**src/verilog/ette_regs.vh**
```
// Register map, field positions, reset values and record layout of the transfer engine
`ifndef ETTE_REGS_VH
`define ETTE_REGS_VH

// ----------------------------------------
// Register byte offsets
// ----------------------------------------
`define ETTE_OFS_ENABLE   12'h000
`define ETTE_OFS_CONTROL  12'h004
`define ETTE_OFS_VBASE    12'h008
`define ETTE_OFS_STATUS   12'h00c

// ----------------------------------------
// Reset values
// ----------------------------------------
`define ETTE_RST_ENABLE   16'h0000
`define ETTE_RST_CONTROL  8'h00
`define ETTE_RST_VBASE    32'h00000000

// ----------------------------------------
// Engine control bits
// ----------------------------------------
`define ETTE_CTL_RSKIP    0
`define ETTE_CTL_PRIO     1
`define ETTE_CTL_CLREN    2

// ----------------------------------------
// Vector table and record layout
// ----------------------------------------
`define ETTE_VEC_OFS      32'h00000400
`define ETTE_REC_STRIDE   32'h00000010
`define ETTE_REC_WORDS    2'd3

// ----------------------------------------
// Mode field codes
// ----------------------------------------
`define ETTE_MD_NORMAL    2'b00
`define ETTE_MD_REPEAT    2'b01
`define ETTE_MD_BLOCK     2'b10
`define ETTE_AM_INC       2'b10
`define ETTE_AM_DEC       2'b11
`define ETTE_SZ_WORD      2'b01

// ----------------------------------------
// Bus answers
// ----------------------------------------
`define ETTE_RESP_OKAY    2'b00
`define ETTE_RESP_SLVERR  2'b10

`endif

```
**src/verilog/ette_engine.v**
```verilog
// Event-triggered transfer engine with AXI4-Lite registers and a memory bus master
`timescale 1ns/100ps
`include "ette_regs.vh"

module ette_engine #(
  parameter       NSRC      = 16,
  parameter       AW        = 12,
  parameter [7:0] VEC_FIRST = 8'h00
) (
  // Clock and reset
  input  wire             sys_clk_i,
  input  wire             rstn_i,
  // AXI4-Lite slave
  input  wire [AW-1:0]    s_axi_awaddr_i,
  input  wire             s_axi_awvalid_i,
  output wire             s_axi_awready_o,
  input  wire [31:0]      s_axi_wdata_i,
  input  wire [3:0]       s_axi_wstrb_i,
  input  wire             s_axi_wvalid_i,
  output wire             s_axi_wready_o,
  output reg  [1:0]       s_axi_bresp_o,
  output reg              s_axi_bvalid_o,
  input  wire             s_axi_bready_i,
  input  wire [AW-1:0]    s_axi_araddr_i,
  input  wire             s_axi_arvalid_i,
  output wire             s_axi_arready_o,
  output reg  [31:0]      s_axi_rdata_o,
  output reg  [1:0]       s_axi_rresp_o,
  output reg              s_axi_rvalid_o,
  input  wire             s_axi_rready_i,
  // Peripheral requests and processor interrupts
  input  wire [NSRC-1:0]  act_req_i,
  output reg  [NSRC-1:0]  cpu_irq_o,
  // Internal bus arbitration
  output reg              bus_req_o,
  input  wire             bus_gnt_i,
  // Internal memory bus
  output reg              mem_req_o,
  output reg              mem_we_o,
  output reg  [31:0]      mem_addr_o,
  output reg  [1:0]       mem_size_o,
  output reg  [31:0]      mem_wdata_o,
  input  wire             mem_ack_i,
  input  wire [31:0]      mem_rdata_i
);

  // ----------------------------------------
  // States
  // ----------------------------------------
  localparam [3:0] ST_IDLE = 4'd0;
  localparam [3:0] ST_GNT  = 4'd1;
  localparam [3:0] ST_VEC  = 4'd2;
  localparam [3:0] ST_REC  = 4'd3;
  localparam [3:0] ST_RD   = 4'd4;
  localparam [3:0] ST_WR   = 4'd5;
  localparam [3:0] ST_UPD  = 4'd6;
  localparam [3:0] ST_WB   = 4'd7;
  localparam [3:0] ST_FIN  = 4'd8;

  reg  [15:0]     en_q;
  reg  [7:0]      ctl_q;
  reg  [31:0]     vbr_q;
  reg  [3:0]      st_q;
  reg  [3:0]      src_q;
  reg  [3:0]      last_src_q;
  reg             rec_ok_q;
  reg             chained_q;
  reg  [31:0]     rec_q;
  reg  [1:0]      idx_q;
  reg  [7:0]      mra_q;
  reg  [7:0]      mrb_q;
  reg  [31:0]     sar_q;
  reg  [31:0]     dar_q;
  reg  [15:0]     cra_q;
  reg  [15:0]     crb_q;
  reg  [31:0]     dbuf_q;
  reg             last_q;
  reg             irq_q;
  reg             clr_q;
  reg  [NSRC-1:0] s1_q;
  reg  [NSRC-1:0] s2_q;
  reg  [NSRC-1:0] hold_q;

  // ----------------------------------------
  // Request synchronisers and arbitration
  // ----------------------------------------
  wire [NSRC-1:0] elig = s2_q & en_q[NSRC-1:0] & ~hold_q;
  reg  [3:0]      pick;
  reg             found;
  reg  [3:0]      base;
  reg  [3:0]      cand;
  integer         k;

  genvar g;
  generate
    for (g = 0; g < NSRC; g = g + 1) begin : g_src
      always @(posedge sys_clk_i or negedge rstn_i) begin
        if (!rstn_i) begin
          s1_q[g]   <= 1'b0;
          s2_q[g]   <= 1'b0;
          hold_q[g] <= 1'b0;
        end else begin
          s1_q[g] <= act_req_i[g];
          s2_q[g] <= s1_q[g];
          // Served request stays masked until the peripheral drops it
          if (st_q == ST_IDLE && found && pick == g)
            hold_q[g] <= 1'b1;
          else if (!s2_q[g])
            hold_q[g] <= 1'b0;
        end
      end
    end
  endgenerate

  always @* begin
    base  = ctl_q[`ETTE_CTL_PRIO] ? last_src_q + 4'd1 : 4'd0;
    pick  = 4'd0;
    found = 1'b0;
    cand  = 4'd0;
    for (k = 0; k < 16; k = k + 1) begin
      cand = base + k[3:0];
      if (!found && cand < NSRC && elig[cand]) begin
        found = 1'b1;
        pick  = cand;
      end
    end
  end

  // ----------------------------------------
  // Address step helpers
  // ----------------------------------------
  wire [1:0]  sz   = mra_q[5:4];
  wire [1:0]  md   = mra_q[7:6];
  wire [1:0]  sm   = mra_q[3:2];
  wire [1:0]  dm   = mrb_q[3:2];
  wire        repeat_side_select  = mrb_q[4];
  wire [31:0] step = (sz == 2'b00) ? 32'h1 : (sz == `ETTE_SZ_WORD) ? 32'h2 : 32'h4;
  wire [31:0] span = {24'h0, cra_q[15:8]} << sz;

  function [31:0] adv;
    input [31:0] a;
    input [1:0]  m;
    input [31:0] s;
    begin
      if (m == `ETTE_AM_INC)
        adv = a + s;
      else if (m == `ETTE_AM_DEC)
        adv = a - s;
      else
        adv = a;
    end
  endfunction

  wire [31:0] sa1 = adv(sar_q, sm, step);
  wire [31:0] da1 = adv(dar_q, dm, step);
  wire [31:0] sa0 = adv(sa1, {sm[1], ~sm[0]}, span);
  wire [31:0] da0 = adv(da1, {dm[1], ~dm[0]}, span);
  wire        wrap = (cra_q[7:0] == 8'h01);
  wire        skip = ctl_q[`ETTE_CTL_RSKIP] && rec_ok_q && (pick == last_src_q);

  // ----------------------------------------
  // Transfer sequencer
  // ----------------------------------------
  task issue;
    input        we;
    input [31:0] a;
    input [31:0] d;
    input [1:0]  s;
    begin
      mem_req_o   <= 1'b1;
      mem_we_o    <= we;
      mem_addr_o  <= a;
      mem_wdata_o <= d;
      mem_size_o  <= s;
    end
  endtask

  wire done = mem_req_o && mem_ack_i;

  always @(posedge sys_clk_i or negedge rstn_i) begin
    if (!rstn_i) begin
      st_q       <= ST_IDLE;
      src_q      <= 4'd0;
      last_src_q <= 4'd0;
      rec_ok_q   <= 1'b0;
      chained_q  <= 1'b0;
      rec_q      <= 32'h0;
      idx_q      <= 2'd0;
      mra_q      <= 8'h00;
      mrb_q      <= 8'h00;
      sar_q      <= 32'h0;
      dar_q      <= 32'h0;
      cra_q      <= 16'h0;
      crb_q      <= 16'h0;
      dbuf_q     <= 32'h0;
      last_q     <= 1'b0;
      irq_q      <= 1'b0;
      clr_q      <= 1'b0;
      bus_req_o  <= 1'b0;
      mem_req_o  <= 1'b0;
      mem_we_o   <= 1'b0;
      mem_addr_o <= 32'h0;
      mem_wdata_o <= 32'h0;
      mem_size_o <= 2'b00;
    end else begin
      if (done)
        mem_req_o <= 1'b0;
      case (st_q)
        ST_IDLE: begin
          chained_q <= 1'b0;
          if (found) begin
            src_q     <= pick;
            bus_req_o <= 1'b1;
            st_q      <= ST_GNT;
            if (!skip)
              rec_ok_q <= 1'b0;
          end
        end
        ST_GNT: begin
          if (bus_gnt_i) begin
            if (rec_ok_q) begin
              st_q <= ST_RD;
            end else begin
              st_q <= ST_VEC;
              issue(1'b0, vbr_q + `ETTE_VEC_OFS + {22'h0, VEC_FIRST + {4'h0, src_q}, 2'b00},
                    32'h0, 2'b10);
            end
          end
        end
        ST_VEC: begin
          if (done) begin
            rec_q <= mem_rdata_i;
            idx_q <= 2'd0;
            st_q  <= ST_REC;
          end
        end
        ST_REC: begin
          if (!mem_req_o) begin
            issue(1'b0, rec_q + {28'h0, idx_q, 2'b00}, 32'h0, 2'b10);
          end else if (done) begin
            case (idx_q)
              2'd0: begin
                mra_q <= mem_rdata_i[31:24];
                mrb_q <= mem_rdata_i[23:16];
              end
              2'd1: sar_q <= mem_rdata_i;
              2'd2: dar_q <= mem_rdata_i;
              default: begin
                cra_q <= mem_rdata_i[31:16];
                crb_q <= mem_rdata_i[15:0];
              end
            endcase
            idx_q <= idx_q + 2'd1;
            if (idx_q == `ETTE_REC_WORDS)
              st_q <= ST_RD;
          end
        end
        ST_RD: begin
          if (!mem_req_o) begin
            issue(1'b0, sar_q, 32'h0, sz);
          end else if (done) begin
            dbuf_q <= mem_rdata_i;
            st_q   <= ST_WR;
          end
        end
        ST_WR: begin
          if (!mem_req_o) begin
            issue(1'b1, dar_q, dbuf_q, sz);
          end else if (done) begin
            st_q <= ST_UPD;
          end
        end
        ST_UPD: begin
          sar_q  <= sa1;
          dar_q  <= da1;
          idx_q  <= 2'd1;
          st_q   <= ST_WB;
          if (md == `ETTE_MD_NORMAL) begin
            cra_q  <= cra_q - 16'd1;
            last_q <= (cra_q == 16'd1);
          end else begin
            cra_q[7:0] <= wrap ? cra_q[15:8] : cra_q[7:0] - 8'd1;
            if (wrap) begin
              if (repeat_side_select)
                dar_q <= da0;
              else
                sar_q <= sa0;
            end
            if (md == `ETTE_MD_BLOCK) begin
              if (wrap)
                crb_q <= crb_q - 16'd1;
              last_q <= wrap && (crb_q == 16'd1);
              if (!wrap)
                st_q <= ST_RD;
            end else begin
              last_q <= wrap;
            end
          end
        end
        ST_WB: begin
          if (!mem_req_o && !done) begin
            if (idx_q == 2'd1 && !sm[1])
              idx_q <= 2'd2;
            else if (idx_q == 2'd2 && !dm[1])
              idx_q <= 2'd3;
            else
              issue(1'b1, rec_q + {28'h0, idx_q, 2'b00},
                    (idx_q == 2'd1) ? sar_q : (idx_q == 2'd2) ? dar_q : {cra_q, crb_q},
                    2'b10);
          end else if (done) begin
            idx_q <= idx_q + 2'd1;
            if (idx_q == `ETTE_REC_WORDS) begin
              irq_q <= mrb_q[5] || (last_q && md != `ETTE_MD_REPEAT);
              clr_q <= ctl_q[`ETTE_CTL_CLREN] || (last_q && md != `ETTE_MD_REPEAT);
              if (mrb_q[7] && last_q) begin
                chained_q <= 1'b1;
                rec_q     <= rec_q + `ETTE_REC_STRIDE;
                idx_q     <= 2'd0;
                st_q      <= ST_REC;
              end else begin
                st_q <= ST_FIN;
              end
            end
          end
        end
        ST_FIN: begin
          bus_req_o  <= 1'b0;
          last_src_q <= src_q;
          rec_ok_q   <= !chained_q;
          st_q       <= ST_IDLE;
        end
        default: st_q <= ST_IDLE;
      endcase
    end
  end

  // ----------------------------------------
  // Processor interrupts
  // ----------------------------------------
  wire fin = (st_q == ST_FIN);

  always @(posedge sys_clk_i or negedge rstn_i) begin
    if (!rstn_i)
      cpu_irq_o <= {NSRC{1'b0}};
    else
      cpu_irq_o <= (s2_q & ~en_q[NSRC-1:0]) |
                   ({{(NSRC-1){1'b0}}, fin & irq_q} << src_q);
  end

  // ----------------------------------------
  // AXI4-Lite slave
  // ----------------------------------------
  reg           aw_full_q;
  reg  [AW-1:0] aw_q;
  reg           w_full_q;
  reg  [31:0]   w_q;
  reg  [3:0]    ws_q;
  wire          wr_go = aw_full_q && w_full_q && !s_axi_bvalid_o;
  wire [31:0]   wmask = {{8{ws_q[3]}}, {8{ws_q[2]}}, {8{ws_q[1]}}, {8{ws_q[0]}}};
  wire [15:0]   hw_clr = (fin && clr_q) ? (16'h1 << src_q) : 16'h0;

  assign s_axi_awready_o = !aw_full_q;
  assign s_axi_wready_o  = !w_full_q;
  assign s_axi_arready_o = !s_axi_rvalid_o;

  function [31:0] merge;
    input [31:0] old;
    input [31:0] nw;
    input [31:0] msk;
    begin
      merge = (old & ~msk) | (nw & msk);
    end
  endfunction

  // Full-word merges; only the register's own low bits are kept
  wire [31:0]   en_new  = merge({16'h0, en_q}, w_q, wmask);
  wire [31:0]   ctl_new = merge({24'h0, ctl_q}, w_q, wmask);

  always @(posedge sys_clk_i or negedge rstn_i) begin
    if (!rstn_i) begin
      aw_full_q      <= 1'b0;
      aw_q           <= {AW{1'b0}};
      w_full_q       <= 1'b0;
      w_q            <= 32'h0;
      ws_q           <= 4'h0;
      s_axi_bvalid_o <= 1'b0;
      s_axi_bresp_o  <= `ETTE_RESP_OKAY;
      s_axi_rvalid_o <= 1'b0;
      s_axi_rresp_o  <= `ETTE_RESP_OKAY;
      s_axi_rdata_o  <= 32'h0;
      en_q           <= `ETTE_RST_ENABLE;
      ctl_q          <= `ETTE_RST_CONTROL;
      vbr_q          <= `ETTE_RST_VBASE;
    end else begin
      en_q <= en_q & ~hw_clr;
      if (s_axi_awvalid_i && !aw_full_q) begin
        aw_full_q <= 1'b1;
        aw_q      <= s_axi_awaddr_i;
      end
      if (s_axi_wvalid_i && !w_full_q) begin
        w_full_q <= 1'b1;
        w_q      <= s_axi_wdata_i;
        ws_q     <= s_axi_wstrb_i;
      end
      if (wr_go) begin
        aw_full_q      <= 1'b0;
        w_full_q       <= 1'b0;
        s_axi_bvalid_o <= 1'b1;
        s_axi_bresp_o  <= `ETTE_RESP_OKAY;
        case (aw_q[AW-1:2])
          `ETTE_OFS_ENABLE >> 2:
            en_q <= en_new[15:0] & ~hw_clr;
          `ETTE_OFS_CONTROL >> 2:
            ctl_q <= ctl_new[7:0];
          `ETTE_OFS_VBASE >> 2:
            vbr_q <= merge(vbr_q, w_q, wmask);
          `ETTE_OFS_STATUS >> 2: ;
          default: s_axi_bresp_o <= `ETTE_RESP_SLVERR;
        endcase
      end else if (s_axi_bvalid_o && s_axi_bready_i) begin
        s_axi_bvalid_o <= 1'b0;
      end
      if (s_axi_arvalid_i && !s_axi_rvalid_o) begin
        s_axi_rvalid_o <= 1'b1;
        s_axi_rresp_o  <= `ETTE_RESP_OKAY;
        case (s_axi_araddr_i[AW-1:2])
          `ETTE_OFS_ENABLE >> 2:  s_axi_rdata_o <= {16'h0, en_q};
          `ETTE_OFS_CONTROL >> 2: s_axi_rdata_o <= {24'h0, ctl_q};
          `ETTE_OFS_VBASE >> 2:   s_axi_rdata_o <= vbr_q;
          `ETTE_OFS_STATUS >> 2:
            s_axi_rdata_o <= {23'h0, bus_req_o, st_q, src_q};
          default: begin
            s_axi_rdata_o <= 32'h0;
            s_axi_rresp_o <= `ETTE_RESP_SLVERR;
          end
        endcase
      end else if (s_axi_rvalid_o && s_axi_rready_i) begin
        s_axi_rvalid_o <= 1'b0;
      end
    end
  end

endmodule

```
**config.mk**
```make
export PLATFORM = sky130hd
export DESIGN_NAME = ette_engine
export DESIGN_NICKNAME = d
export VERILOG_FILES = /design/src/verilog/ette_engine.v
export VERILOG_INCLUDE_DIRS = /design/src /design/src/verilog
export SDC_FILE = /design/constraint.sdc
export NUM_CORES = 2
export LEC_CHECK = 0
export ABC_AREA = 1
export BUFFER_PORTS_ARGS = -buffer_cell sky130_fd_sc_hd__buf_2
export CAP_MARGIN = 20
export CORE_MARGIN = 2
export CORE_UTILIZATION = 40
export DETAILED_ROUTE_END_ITERATION = 7
export HOLD_SLACK_MARGIN = 0.08
export PLACE_DENSITY_LB_ADDON = 0.1
export SLEW_MARGIN = 20
export SYNTH_ARGS = -nofsm -noshare
export SYNTH_HDL_FRONTEND = slang
export SYNTH_SLANG_ARGS = --single-unit
```
**constraint.sdc**
```tcl
create_clock -name sys_clk_i -period 6.56 [get_ports sys_clk_i]
set_input_delay 1.968 -clock sys_clk_i [delete_from_list [all_inputs] [get_ports sys_clk_i]]
set_output_delay 1.968 -clock sys_clk_i [all_outputs]
set_load 0.01 [all_outputs]
```
==> impl_metrics.toml <==
[global_routing]
grt_usage_pct = 30.6
grt_pass1_vias = 30000
grt_pass1_wl_um = 192000
busiest_layer = "met2"
use_met3_pct = 4.42
gr-usage-met1_pct = 43.7
antenna_found_initial = 4
grt_overflow = 0
grtUsageMet2_pct = 47.3
grt_max_degree = 123

[die]
io_pins = 243
die_h_um = 287
core_um2 = 79100
start_util_pct = 40.5
die_w_um = 287
dieArea_um2 = 82400
rows = 103

[routing]
routedWlPerCell_um = 22.3
wl_um = 129000
via_count = 32500
detail_route.first_pass.iterations = 8
drtAntennaViolNets = 0
drcViolationCount = 0
vias_per_cell = 5.61
drtIter0Drc = 3417

[yosys]
syn-mean-instance-area_um2 = 7.04
yosysTopAreaCell = "dfrtp_1"
yosysUniqueCellTypes = 73
synth_edf_count = 0
ys.flop_type = "dfrtp_1"
netlist_area_um2 = 32000
synth-seq-cells = 463
netlist_instances = 4551
ys_seq_area_share_pct = 36.2
yosysWarnings = 0
ys_async_sr_fraction_pct = 100
yosysMostFrequentCell = "nand2_1"
synth_common_cells = "nand2_1, inv_1, nor2_1"
synthTopCellsByArea = "dfrtp_1, nand2_1, inv_1, o21ai_0, nor2_1"
yosys.area.top_type_share_pct = 36.2

[final_layout]
final_area_um2 = 36200
stdcell_count = 5791
area_growth_pct = 12.9
nets = 4899
regArea_um2 = 11600
drive_gt1_share_pct = 11.6
multi_input_area_um2 = 17500
fillers = 8309

[sta]
rsz0062_at_grt = "no"
skew_ns = 0.0305
finalCritPeriodShare_pct = 88.7
finalSetupTns_ns = 0
setup_viol = 0
worstMarginPinSlew_ns = 1.17
min_period_ns = 5.82
fmax_mhz = 172
drv_slew = 0
maxSlewHeadroom_pct = 20.9
holdWs_ns = 0.343
finalHoldViolCount = 0

[critical_path]
cp.required_ns = 7.09
arrival_ns = 6.35
worstSetupStartpointType = "flop"
path_max_fanout = 13
cp-end-kind = "flop"
path_class = "flop to flop"

[place]
place_congestion = 0.959
place_area_um2 = 34200
dp_hpwl_um = 99100
port_buffers = 236
dp_cells = 5689

[clock_network]
cts-htree-levels = 2
cts-root-buf = "clkbuf_16"
clk_latency_ns = 0.65
cts_tree = "built"
numCtsBuffers = 56
holdBufCountCts = 0
clk_pin_slew_ns = 0.06
cts.sinks = 463
clk_path_buf_depth = 3

[hold_path]
hp-class = "flop to flop"

[power_and_ir_drop]
ir_worst_vdd_mv = 0.249
power.total_w = 0.0177
p_leak_nw = 17.1
power_density_nw_per_um2 = 488

[flow_run]
max_cap_violations = 0

[outcome]
status = "complete, no violations"
[cell usage in the layout, fill, tap and decap left out, drive strengths merged, types with 12 or more instances in the layout]
| master | n |
|---|---|
| nor3 | 96 |
| xor2 | 96 |
| dfrtp | 463 |
| clkinv | 18 |
| a21oi | 217 |
| or2 | 23 |
| nor2 | 501 |
| o211ai | 22 |
| nand2 | 1004 |
| nor4 | 21 |
| mux2 | 65 |
| a22oi | 12 |
| o32ai | 14 |
| clkbuf | 75 |
| o31ai | 30 |
| inv | 593 |
| o22ai | 68 |
| a211oi | 24 |
| nand4 | 80 |
| ha | 75 |
| a221oi | 20 |
| buf | 280 |
| nand3 | 307 |
| o21ai | 412 |
| a31oi | 116 |
[flip-flops by register name, summed over array words and instances (netlist names), 32 cells and up, named ones only]
register and flops:
mem_wdata_o 32, dbuf_q 32, dar_q 32, mem_addr_o 32
s_axi_rdata_o 32, sar_q 32, rec_q 32, w_q 32
[logic make-up (layout without fill, tap and decap cells)]
kind of cell	after synthesis	after routing	share of synthesized area, %
xor gates and xnor gates	102	102	2.88
buffers and inverters	791	978	9.45
other	1	4	0.0117
and+or+nand+nor	2046	2046	27.5
DFF	463	463	36.2
muxes	69	69	2.41
adders and majority gates	85	85	3.55
AOI/OAI and AO/OA	994	994	18.0
[worst max-delay path, cell delays in order (launching register included)]
cell and delay (ns):
dfrtp_2 0.53, nor2_1 0.24, inv_1 0.23, ha_1 0.35, or2_0 0.20, o21ai_1 0.14, inv_1 0.08, nor3_2 0.21
nand2_1 0.19, o21ai_0 0.23, xor2_1 0.30, inv_1 0.10, ha_1 0.38, nor4_1 0.47, nand3_1 0.15, nand4_1 0.16
a21oi_1 0.10, nor2_1 0.17, nand2_1 0.11, nor3_2 0.22, nand2_1 0.11, o21ai_1 0.40, nand4_1 0.23, o21ai_1 0.17
a21oi_1 0.05, o21ai_1 0.14, nand2_1 0.07
[metrics by stage]
stage	util (%)	worst slack, ns
floorplan	-	1.69
global placement	43.2	0.728
detailed placement	43.2	0.626
CTS	45.7	0.606
global route	45.7	0.0786
finish	45.7	0.738
[routing by layer]
layer,vias up,wire length [um]
met1,15500,57300
met2,1300,57100
met5,-,13
li1,15500,-
met3,199,9870
met4,2,4670
[timing repair]
item	CTS	global route
gates resized for setup	0	1
setup buffers	0	0
setup endpoints to repair	0	2
[report_power, final]
group	leakage [nW]	switching, W	internal [W]
Combinational	10.3	0.00648	0.00284
Sequential	5.79	0.00118	0.00376
Clock	0.973	0.00135	0.00205
[path summary, 6_finish.rpt]
path	start	endpoint	slack (ns)	cells after the start
setup / recovery	mra_q[5]	sar_q[26]	0.74	26
hold / removal	s1_q[13]	s2_q[13]	0.34	0
setup reg to reg	mra_q[5]	sar_q[26]	0.74	26
hold reg to reg	s1_q[13]	s2_q[13]	0.34	0
max in group asynchronous	rstn_i	sar_q[31]	3.99	2
min in group asynchronous	rstn_i	dar_q[3]	1.34	1
[cell type report]
class	count	area share (%)
diodes	2	0.0138
inverters	598	6.21
clock buffers	75	4.37
multi-input cells	3298	48.3
flip-flops and latches	463	32.0
well taps	1050	3.63
clock inverters	25	1.16
repair buffers	280	4.31
No activity file was read; power rests on OpenSTA's default activity.
